`src/status_pkg.sv`:
```
`default_nettype none
package status_pkg;

	// query / command codes on the command port
	localparam logic [3:0] CMD_NONE      = 4'h0;
	localparam logic [3:0] CMD_OPER_COND = 4'h1;
	localparam logic [3:0] CMD_OPER_EVT  = 4'h2;
	localparam logic [3:0] CMD_OPER_ENA  = 4'h3;
	localparam logic [3:0] CMD_OPER_ENW  = 4'h4;
	localparam logic [3:0] CMD_QUES_COND = 4'h5;
	localparam logic [3:0] CMD_QUES_EVT  = 4'h6;
	localparam logic [3:0] CMD_QUES_ENA  = 4'h7;
	localparam logic [3:0] CMD_QUES_ENW  = 4'h8;
	localparam logic [3:0] CMD_PRESET    = 4'h9;
	localparam logic [3:0] CMD_CLEAR     = 4'ha;
	localparam logic [3:0] CMD_RESET     = 4'hb;
	localparam logic [3:0] CMD_ERR_QUERY = 4'hc;

	// field positions
	localparam int OPER_CAL_BIT  = 0;
	localparam int QUES_CAL_BIT  = 8;
	localparam int QUES_TRIG_BIT = 9;
	localparam int STB_QUES_BIT  = 3;
	localparam int STB_OPER_BIT  = 7;

	// defined bits per register
	localparam logic [15:0] OPER_DEFINED = 16'h0001;
	localparam logic [15:0] QUES_DEFINED = 16'h0300;
	localparam logic [15:0] REG_RESET    = 16'h0000;

	// error queue
	localparam int ERR_DEPTH = 8;
	localparam int ERR_PTR_W = 3;
	localparam logic [15:0] ERR_NONE = 16'h0000;

	typedef struct packed {
		logic        valid;
		logic [3:0]  code;
		logic [15:0] data;
	} cmd_t;

	typedef struct packed {
		logic        valid;
		logic [15:0] data;
	} resp_t;

endpackage : status_pkg
`default_nettype wire

```
`src/status_reporting.sv`:
```
// How it works
// - cal condition high from configure to measured
// - condition reads leave contents unchanged
// - reset clears conditions; clear/preset don't
// - status bit 7 ORs enabled operation events
// - masks are full 16-bit read/write
// - operation event bit 0 latches calibration
// - operation event read returns and clears
// - clear empties events; reset keeps them
// - preset zeroes masks, nothing else
// - questionable condition always reads zero
// - status bit 3 ORs enabled bits 8,9
// - bit 8 on uncalibrated mode or check fail
// - bit 9 on ignored trigger
// - questionable event read returns and clears
// - service enable bits 3,7 raise service_request
// - error query pops oldest, else zero
`timescale 1ns/100ps
`default_nettype none
module status_reporting (
	// clock and reset
	input  wire logic              clk,
	input  wire logic              reset_n,
	// command port
	input  wire status_pkg::cmd_t  cmd,
	output status_pkg::resp_t      resp,
	// calibration and trigger events
	input  wire logic              cal_config,
	input  wire logic              cal_done,
	input  wire logic              uncal_mode,
	input  wire logic              cal_test_fail,
	input  wire logic              trig_ignored,
	// error source
	input  wire logic              err_push,
	input  wire logic [15:0]       err_code,
	// status byte interface
	input  wire logic [7:0]        service_enable,
	output logic [7:0]             status_summary,
	output logic                   service_request
);
	logic        cal_busy;
	logic        next_cal_busy;
	logic [15:0] oper_evt;
	logic [15:0] next_oper_evt;
	logic [15:0] oper_mask;
	logic [15:0] next_oper_mask;
	logic [15:0] ques_evt;
	logic [15:0] next_ques_evt;
	logic [15:0] ques_mask;
	logic [15:0] next_ques_mask;
	status_pkg::resp_t next_resp;
	logic [7:0]  next_summary;
	logic        next_srq;
	logic        is_cmd_clear;
	logic        is_cmd_reset;
	logic        is_cmd_preset;
	logic        err_pop;
	logic [15:0] err_head;
	logic        err_empty;

	// command match helper
	function automatic logic is_cmd(input status_pkg::cmd_t c,
			input logic [3:0] code);
		is_cmd = c.valid && (c.code == code);
	endfunction : is_cmd

	// gated summary of one group
	function automatic logic summary(input logic [15:0] evt,
			input logic [15:0] mask, input logic [15:0] defined);
		summary = |(evt & mask & defined);
	endfunction : summary

	always_comb begin
		is_cmd_clear  = is_cmd(cmd, status_pkg::CMD_CLEAR);
		is_cmd_reset  = is_cmd(cmd, status_pkg::CMD_RESET);
		is_cmd_preset = is_cmd(cmd, status_pkg::CMD_PRESET);
		err_pop       = is_cmd(cmd, status_pkg::CMD_ERR_QUERY);
	end

	// error queue, flushed only by clear-status
	// pop and flush
	error_queue u_errq (
		.clk       (clk),
		.reset_n   (reset_n),
		.push      (err_push),
		.push_code (err_code),
		.pop       (err_pop),
		.flush     (is_cmd_clear),
		.head_code (err_head),
		.empty     (err_empty)
	);

	// calibration condition tracking
	always_comb begin
		next_cal_busy = cal_busy;
		if (cal_config)
			next_cal_busy = 1'b1;
		else if (cal_done)
			next_cal_busy = 1'b0;
		if (is_cmd_reset)
			next_cal_busy = 1'b0;
	end

	always_ff @(posedge clk or negedge reset_n) begin
		if (!reset_n)
			cal_busy <= 1'b0;
		else
			cal_busy <= next_cal_busy;
	end

	// event latches; a new event wins over read-clear
	always_comb begin
		next_oper_evt = oper_evt;
		next_ques_evt = ques_evt;
		if (is_cmd(cmd, status_pkg::CMD_OPER_EVT))
			next_oper_evt = '0;
		if (is_cmd(cmd, status_pkg::CMD_QUES_EVT))
			next_ques_evt = '0;
		if (is_cmd_clear) begin
			next_oper_evt = '0;
			next_ques_evt = '0;
		end
		if (next_cal_busy && !cal_busy)
			next_oper_evt[status_pkg::OPER_CAL_BIT] = 1'b1;
		if (uncal_mode || cal_test_fail)
			next_ques_evt[status_pkg::QUES_CAL_BIT] = 1'b1;
		if (trig_ignored)
			next_ques_evt[status_pkg::QUES_TRIG_BIT] = 1'b1;
	end

	always_ff @(posedge clk or negedge reset_n) begin
		if (!reset_n) begin
			oper_evt <= status_pkg::REG_RESET;
			ques_evt <= status_pkg::REG_RESET;
		end else begin
			oper_evt <= next_oper_evt;
			ques_evt <= next_ques_evt;
		end
	end

	// enable masks
	always_comb begin
		next_oper_mask = oper_mask;
		next_ques_mask = ques_mask;
		if (is_cmd(cmd, status_pkg::CMD_OPER_ENW))
			next_oper_mask = cmd.data;
		if (is_cmd(cmd, status_pkg::CMD_QUES_ENW))
			next_ques_mask = cmd.data;
		if (is_cmd_preset) begin
			next_oper_mask = '0;
			next_ques_mask = '0;
		end
	end

	always_ff @(posedge clk or negedge reset_n) begin
		if (!reset_n) begin
			oper_mask <= status_pkg::REG_RESET;
			ques_mask <= status_pkg::REG_RESET;
		end else begin
			oper_mask <= next_oper_mask;
			ques_mask <= next_ques_mask;
		end
	end

	// query answers and status byte
	always_comb begin
		next_resp.valid = cmd.valid;
		next_resp.data  = '0;
		if (cmd.valid) begin
			case (cmd.code)
				// condition read has no side effect
				status_pkg::CMD_OPER_COND:
					next_resp.data = {15'h0000, cal_busy};
				status_pkg::CMD_OPER_EVT:
					next_resp.data = oper_evt &
						status_pkg::OPER_DEFINED;
				status_pkg::CMD_OPER_ENA:
					next_resp.data = oper_mask;
				status_pkg::CMD_QUES_COND:
					next_resp.data = 16'h0000;
				status_pkg::CMD_QUES_EVT:
					next_resp.data = ques_evt &
						status_pkg::QUES_DEFINED;
				status_pkg::CMD_QUES_ENA:
					next_resp.data = ques_mask;
				status_pkg::CMD_ERR_QUERY:
					next_resp.data = err_empty ?
						status_pkg::ERR_NONE : err_head;
				default:
					next_resp.data = 16'h0000;
			endcase
		end
		next_summary = 8'h00;
		next_summary[status_pkg::STB_OPER_BIT] = summary(oper_evt,
			oper_mask, status_pkg::OPER_DEFINED);
		next_summary[status_pkg::STB_QUES_BIT] = summary(ques_evt,
			ques_mask, status_pkg::QUES_DEFINED);
		next_srq = |(next_summary & service_enable);
	end

	always_ff @(posedge clk or negedge reset_n) begin
		if (!reset_n) begin
			resp            <= '0;
			status_summary  <= 8'h00;
			service_request <= 1'b0;
		end else begin
			resp            <= next_resp;
			status_summary  <= next_summary;
			service_request <= next_srq;
		end
	end
endmodule : status_reporting
`default_nettype wire

```
`src/error_queue.sv`:
```
`timescale 1ns/100ps
`default_nettype none
module error_queue (
	// clock and reset
	input  wire logic        clk,
	input  wire logic        reset_n,
	// push side
	input  wire logic        push,
	input  wire logic [15:0] push_code,
	// pop and flush
	input  wire logic        pop,
	input  wire logic        flush,
	// head of queue
	output logic [15:0]      head_code,
	output logic             empty
);
	logic [15:0]                        mem [status_pkg::ERR_DEPTH];
	logic [status_pkg::ERR_PTR_W-1:0]   rd_ptr;
	logic [status_pkg::ERR_PTR_W-1:0]   next_rd_ptr;
	logic [status_pkg::ERR_PTR_W-1:0]   wr_ptr;
	logic [status_pkg::ERR_PTR_W-1:0]   next_wr_ptr;
	logic [status_pkg::ERR_PTR_W:0]     count;
	logic [status_pkg::ERR_PTR_W:0]     next_count;
	logic                               do_push;
	logic                               do_pop;

	// pointer update; a full queue drops new errors
	always_comb begin
		do_push     = push && !flush &&
			(count != 4'(status_pkg::ERR_DEPTH));
		do_pop      = pop && !flush && (count != '0);
		next_rd_ptr = rd_ptr;
		next_wr_ptr = wr_ptr;
		next_count  = count;
		if (flush) begin
			next_rd_ptr = '0;
			next_wr_ptr = '0;
			next_count  = '0;
		end else begin
			if (do_push)
				next_wr_ptr = wr_ptr + 3'h1;
			if (do_pop)
				next_rd_ptr = rd_ptr + 3'h1;
			if (do_push && !do_pop)
				next_count = count + 4'h1;
			else if (do_pop && !do_push)
				next_count = count - 4'h1;
		end
	end

	// register pointers
	always_ff @(posedge clk or negedge reset_n) begin
		if (!reset_n) begin
			rd_ptr <= '0;
			wr_ptr <= '0;
			count  <= '0;
		end else begin
			rd_ptr <= next_rd_ptr;
			wr_ptr <= next_wr_ptr;
			count  <= next_count;
		end
	end

	// storage
	always_ff @(posedge clk) begin
		if (do_push)
			mem[wr_ptr] <= push_code;
	end

	// head view
	always_comb begin
		empty     = (count == '0);
		head_code = empty ? status_pkg::ERR_NONE : mem[rd_ptr];
	end
endmodule : error_queue
`default_nettype wire

```
`config.mk`:
```
export PLATFORM = sky130hd
export DESIGN_NAME = status_reporting
export DESIGN_NICKNAME = d
export VERILOG_FILES = /design/src/status_pkg.sv /design/src/status_reporting.sv /design/src/error_queue.sv
export SDC_FILE = /design/constraint.sdc
export NUM_CORES = 1
export LEC_CHECK = 0
export BUFFER_PORTS_ARGS = -buffer_cell sky130_fd_sc_hd__buf_4
export CORE_MARGIN = 10
export CORE_UTILIZATION = 32
export DETAILED_ROUTE_END_ITERATION = 7
export GPL_TIMING_DRIVEN = 0
export PLACE_DENSITY_LB_ADDON = 0.08
export SLEW_MARGIN = 20
export SYNTH_ARGS = -nofsm -noshare
export SYNTH_HDL_FRONTEND = slang
export SYNTH_SLANG_ARGS = --single-unit
```
`constraint.sdc`:
```
create_clock -name clk -period 2.8 [get_ports clk]
set_input_delay 0.28 -clock clk [delete_from_list [all_inputs] [get_ports clk]]
set_output_delay 0.28 -clock clk [all_outputs]
set_load 0.01 [all_outputs]
```
======== After elaboration in Yosys (flattened, before gate mapping) ========
Memory sizes are Yosys's and may differ from the RTL's.
Index checks and enable logic that the tools add are counted.
word-level totals
  RAM bits ................................ 128
  register bits ........................... 74
  logic and storage cells ................. 93
  memories kept ........................... 1
  bits of input ports ..................... 53
operators by class
  reductions and logical operators ........ 33
  bitwise gates (word level) .............. 3
  equal/unequal tests ..................... 12
  $add $sub $neg .......................... 4
  mux-type cells .......................... 26
memory list
  memory      words  bits a word  read ports  clocked after Yosys merged registers in  wr ports  line               text
  u_errq.mem  8      16           1           0                                        1         error_queue.sv:17  logic [15:0] mem [status_pkg::ERR_DEPTH];
operators by type and width
  kind                                               count
  two-way mux 16 bit                                 8
  one-hot mux 16 bit (6 select lines)                1
  == test 4 bit (second input constant)              5
  two-way mux 10 bit                                 2
  logical AND 1 bit                                  15
  == test 4 x 3 -> 1 bit (second input constant)     3
  two-way mux 3 bit                                  4
  two-way mux 4 bit                                  3
  nonzero test 3 bit                                 4
  bitwise AND 10 bit                                 1
  nonzero test 2 bit                                 5
  bitwise AND 8 bit                                  1
  == test 4 x 2 -> 1 bit (second input constant)     2
  two-way mux 1 bit                                  8
  OR reduction 8 bit                                 1
  adder 3 x 1 -> 3 bit (second input constant)       2
  adder 4 x 1 -> 4 bit (second input constant)       1
  == test 4 x 1 -> 1 bit (second input constant)     1
  logical NOT 1 bit                                  4
  logical NOT 4 bit                                  1
  != test 4 bit (second input constant)              1
  nonzero test 4 bit                                 1
  subtractor 4 x 1 -> 4 bit (second input constant)  1
  OR reduction 2 bit                                 1
  2 further kinds                                    2

======== Logic depth before layout (Yosys ltp) ========
  depth after elaboration ................. 10
  depth in mapped cells ................... 11

======== By module ========
From an unflattened synthesis, not the netlist that was laid out.
unflattened totals
  cell total of the unflattened synthesis .. 547
  area total of the unflattened synthesis .. 8,404.3 sq um
by module, submodules not included
  module            sequential area each (sq um)  area each (sq um)  cells an instance  times used
  error_queue       4,093.9                       5,560.3            278                1
  status_reporting  1,401.3                       2,844.0            269                1

======== Least setup slack after synthesis ========
OpenSTA, ideal clock, no wires.
  path kind ............................... input-to-reg
  start ................................... input cmd[18] (netlist bit)
  end ..................................... memory u_errq.mem[4][0] (enable)
  path slack .............................. -414 ps
  stages .................................. 5
  arrival ................................. 2,778 ps
  buffers on the path ..................... 1
  path through ............................ buf_2 and3b_1 nand3_1 nand3_1 nor4b_1
between the ends
  word-level cells in the longest chain between the ends .. 7
RTL lines
  what                                     line                    text
  start, declared                          status_reporting.sv:25  input wire status_pkg::cmd_t cmd,
  == test 4 bit                            status_reporting.sv:64  is_cmd = c.valid && (c.code == code);
  logical AND 1 bit                        status_reporting.sv:64
  logical NOT 1 bit                        error_queue.sv:29       do_push = push && !flush &&
  logical AND 1 bit (2 in series)          error_queue.sv:29
  two-way mux 1 bit                        error_queue.sv:66       if (do_push)
  two-way mux 1 bit (implied by the code)  error_queue.sv:67       mem[wr_ptr] <= push_code;
  end, declared                            error_queue.sv:17
Every way passes these cells.

======== Worst setup path after layout ========
  start ................................... register u_errq.count[1] (netlist bit)
  end ..................................... register u_errq.count[3] (netlist bit)
between the ends
  word-level cells in the longest chain between the ends .. 6
  elaborated cells between the ends (all ways) .. 14
RTL lines
  what                                                               line               text
  start, declared                                                    error_queue.sv:22  logic [status_pkg::ERR_PTR_W:0] count;
  start signal, assigned                                             error_queue.sv:60  count <= next_count;
  branches (longest 6 deep; another with subtractor 4 x 1 -> 4 bit)  -
Parallel ways; which one is timed is not known. The select of a mux whose other input is x is not followed.
A chain may end at the register's enable or synchronous reset.

==> flow_summary_export.csv <==
group,metric,value,unit
run_status,status,"finished, final reports clean",
sta,setup_violations,0,
worst_hold_path,min_path_type,"primary input to flip-flop",
critical_path,r2r_slack,0.23,ns
global_route,track_usage,0.127,
critical_path,critPathLaunchType,"flip-flop",
critical_path,rr_worst_depth,9,
placement,dpl.hpwl,13700,um
pwr,powerDensity,830,nW/um^2
sta,rsz0062_at_grt,"false",
pwr,irDropWorstVdd,0.461,mV
detailed_routing,first_pass_iters,4,
placement,place.gp.congestion,0.775,
floorplan,std_cell_rows,57,
cts,root_buffer,"clkbuf_16",
global_route,gr-total-overflow,0,
floorplan,die_area,31300,sq um
critical_path,worstPathArrival,2.86,ns
critical_path,cp_slowest_cell,"or4b_4",
global_route,grt_max_degree,67,
finish,area_growth,21.1,%
sta,worst_pin_slew,0.858,ns
detailed_routing,drc,0,
pwr,p_leak,3.48,nW
floorplan,start_util,0.325,
synthesis,syn_inst,505,
synthesis,synth-seq-cells,194,
detailed_routing,wl_per_cell,20.5,um
global_route,antenna_found_initial,1,
sta,min_period,2.57,ns
critical_path,crit_top_cell,"a21o_1",
placement,placed_cell_area,8960,sq um
pwr,p_total,7.92,mW
finish,fin_util,0.393,
detailed_routing,vias,4586,
synthesis,synthArstFlopShare,0.340,
sta,relSlewSlack,0.428,
finish,drive_above_1_share,0.296,
sta,slew_violations,0,
sta,min_period_over_period,0.917,
cts,h-tree-depth,4,
synthesis,syn_area,7870,sq um
cts,insertion_delay,0.42,ns
critical_path,cp-end-kind,"flip-flop",
synthesis,synth_edf_count,128,
cts,clkTransAtPathRegs,0.07,ns
critical_path,slowest_delay,0.56,ns
critical_path,r2r_end,"u_errq.count[3]",
critical_path,required,3.09,ns
cts,clockBufferDepth,2,
cts,cts_buffers,17,
critical_path,rr_startpoint,"u_errq.count[1]",
placement,port_buffers,63,
sta,hold_viol,0,
synthesis,synth_warnings,0,
cts,cts_setup_buffers,0,
floorplan,die_h,177,um
critical_path,criticalPathCategory,"flip-flop to flip-flop",
detailed_routing,dr.first_iter.drc_count,333,
detailed_routing,drtAntennaViolNets,0,
worst_hold_path,whs_path_depth,1,
finish,n_fill_cell,2303,
floorplan,die_w,177,um
critical_path,critical_path_peak_fanout,8,
floorplan,boundaryPins,79,
cts,cts_tree,"built",
critical_path,crit_buf_inv,0,
sta,fmax,389,MHz
worst_hold_path,min-delay-start,"cmd[20]",
sta,fin_worst_skew,0.0157,ns
floorplan,core-area,24200,sq um
critical_path,critical_path.cell_chain,"or4b_4, o211a_4, nand2_1, ha_1, a21o_1, a21o_1, and3_1, nor3_1, nor3b_2",
cts,cts_sinks,194,
global_route,grt_pass1_vias,4938,
synthesis,ys_seq_area_frac,0.698,
finish,nets,664,
critical_path,path_delay_family,"simple AND/OR/NAND/NOR gates",
global_route,grt_first_pass_wirelength,29900,um
detailed_routing,routed_wl,19300,um
synthesis,synth-main-ff-cell,"edfxtp_1",
synthesis,avgSynthCellArea,15.6,sq um
finish,fin_area,9540,sq um
run,max_cap_violations,0,
synthesis,ys_types,51,
finish,diodes,0,
worst_hold_path,min_to,"resp[16]",
detailed_routing,vias_per_cell,4.86,
==> flip-flops by register name (all words and copies together) (netlist names) <==
name / count
ques_mask: 16
u_errq.wr_ptr: 3
status_summary: 2
u_errq.mem: 128
ques_evt: 2
resp: 17
u_errq.count: 4
oper_mask: 16
cal_busy: 1
oper_evt: 1
service_request: 1
u_errq.rd_ptr: 3
==> Yosys cell counts, types with 2 or more instances <==
library cell | number | area (sq um)
nor2_1 | 7 | 26.3
ha_1 | 4 | 50.1
dfrtp_1 | 66 | 1650
edfxtp_1 | 128 | 3840
nand3_1 | 6 | 30.0
o21ai_1 | 17 | 85.1
mux2i_1 | 16 | 160
o22ai_1 | 16 | 100
a22oi_1 | 13 | 97.6
nand2b_1 | 2 | 12.5
nor3_2 | 3 | 30.0
nand3b_1 | 3 | 22.5
nor3_1 | 3 | 15.0
xor2_1 | 3 | 26.3
inv_1 | 5 | 18.8
nor4_1 | 2 | 12.5
a21o_1 | 3 | 22.5
buf_2 | 15 | 75.1
o21ai_0 | 7 | 35.0
a22o_1 | 4 | 35.0
clkbuf_1 | 11 | 41.3
nor3b_1 | 4 | 30.0
a21oi_1 | 24 | 120
nor4b_1 | 2 | 17.5
buf_4 | 6 | 45.0
buf_6 | 2 | 22.5
nand2_1 | 78 | 293
mux4_2 | 32 | 721
==> cell usage in the layout (no fill, tap or decap), drive strengths merged, types with 2 or more instances in the layout <==
master    synthesis  final
ha                4      4
edfxtp          128    128
clkbuf           11     30
buf              24    100
a22o              4      4
nor4b             2      2
mux4             32     32
nand3             6      6
mux2i            16     16
nand3b            3      3
clkinvlp          0      4
nor2              8      8
xnor2             2      2
nor4              2      2
nand2            78     78
a21oi            24     24
o21ai            24     24
dfrtp            66     66
clkinv            0      4
inv               6     10
nor3              7      7
or3               2      2
xor2              3      3
nand2b            3      3
conb              1      6
nor3b             5      5
a22oi            13     13
o22ai            16     16
a21o              3      3
==> worst max-delay path by stage <==
stage | from | end | slack (ns) | depth (start not counted)
finish | u_errq.count[1] | u_errq.count[3] | 0.23 | 9
global route | u_errq.count[0] | u_errq.count[3] | 0.08 | 9
CTS | u_errq.count[1] | u_errq.count[3] | 0.07 | 10
detailed placement | cmd[16] | u_errq.mem[4][10] | 0.04 | 7
global placement | cmd[16] | u_errq.mem[6][10] | -1.46 | 6
floorplan | cmd[16] | u_errq.mem[5][0] | 0.16 | 5
==> cell type report <==
type	instances	area, sq um	share of cell area
buffer	35	188	0.0197
timing repair buffer	77	599	0.0628
tap	324	405	0.0425
clock inverter	13	129	0.0135
inverter	6	22.5	0.00236
clock buffer	19	433	0.0454
multi-input combinational	275	2260	0.237
sequential	194	5500	0.576
==> repair_timing <==
action	4_1_cts	5_1_grt
gates resized for setup	0	1
hold buffers	1	0
setup endpoints to repair	0	1
hold endpoints to repair	21	0
==> layer usage <==
metal | up-vias | GRT usage | part of all wire | wire [um]
li1 | 2110 | - | - | -
met1 | 2366 | 0.158 | 0.43 | 8330
met2 | 100 | 0.213 | 0.51 | 9800
met3 | 8 | 0.0367 | 0.053 | 1020
met4 | 2 | 0.0319 | 0.0062 | 119
met5 | - | 0 | 0.00067 | 13
==> stage by stage <==
step	setup TNS, ns	worst slack, ns	cells	hold WS [ns]
after detailed placement	0	0.0353	910	0.449
final	0	0.232	943	0.0301
after CTS	0	0.0706	943	0.0142
after global routing	0	0.0839	943	0.0189
after global placement	-139.37	-1.46	897	0.442
after floorplan	0	0.161	510	-0.0156
==> cells by family (layout without fill, tap and decap cells) <==
group / Yosys count / after routing / share of synthesized area
compound gates: 88 / 88 / 0.0685
xor+xnor: 5 / 5 / 0.00652
fa+ha+maj: 5 / 5 / 0.00890
buf+inv: 41 / 150 / 0.0267
flops: 194 / 194 / 0.698
mux: 49 / 49 / 0.113
other cells: 1 / 6 / 0.000476
simple gates: 122 / 122 / 0.0776
==> power breakdown <==
part / internal (mW) / total, mW / switching [mW]
Combinational: 0.865 / 1.91 / 1.04
Sequential: 3.48 / 3.68 / 0.194
Clock: 1.24 / 2.33 / 1.09
Total: 5.59 / 7.92 / 2.33
==> worst reg2reg max path: stages, from the launching register on <==
cell     delay [ns]
dfrtp_1        0.43
or4b_4         0.56
o211a_4        0.20
nand2_1        0.13
ha_1           0.25
a21o_1         0.17
a21o_1         0.21
and3_1         0.20
nor3_1         0.20
nor3b_2        0.07
Power figures use the tool's default switching activity.
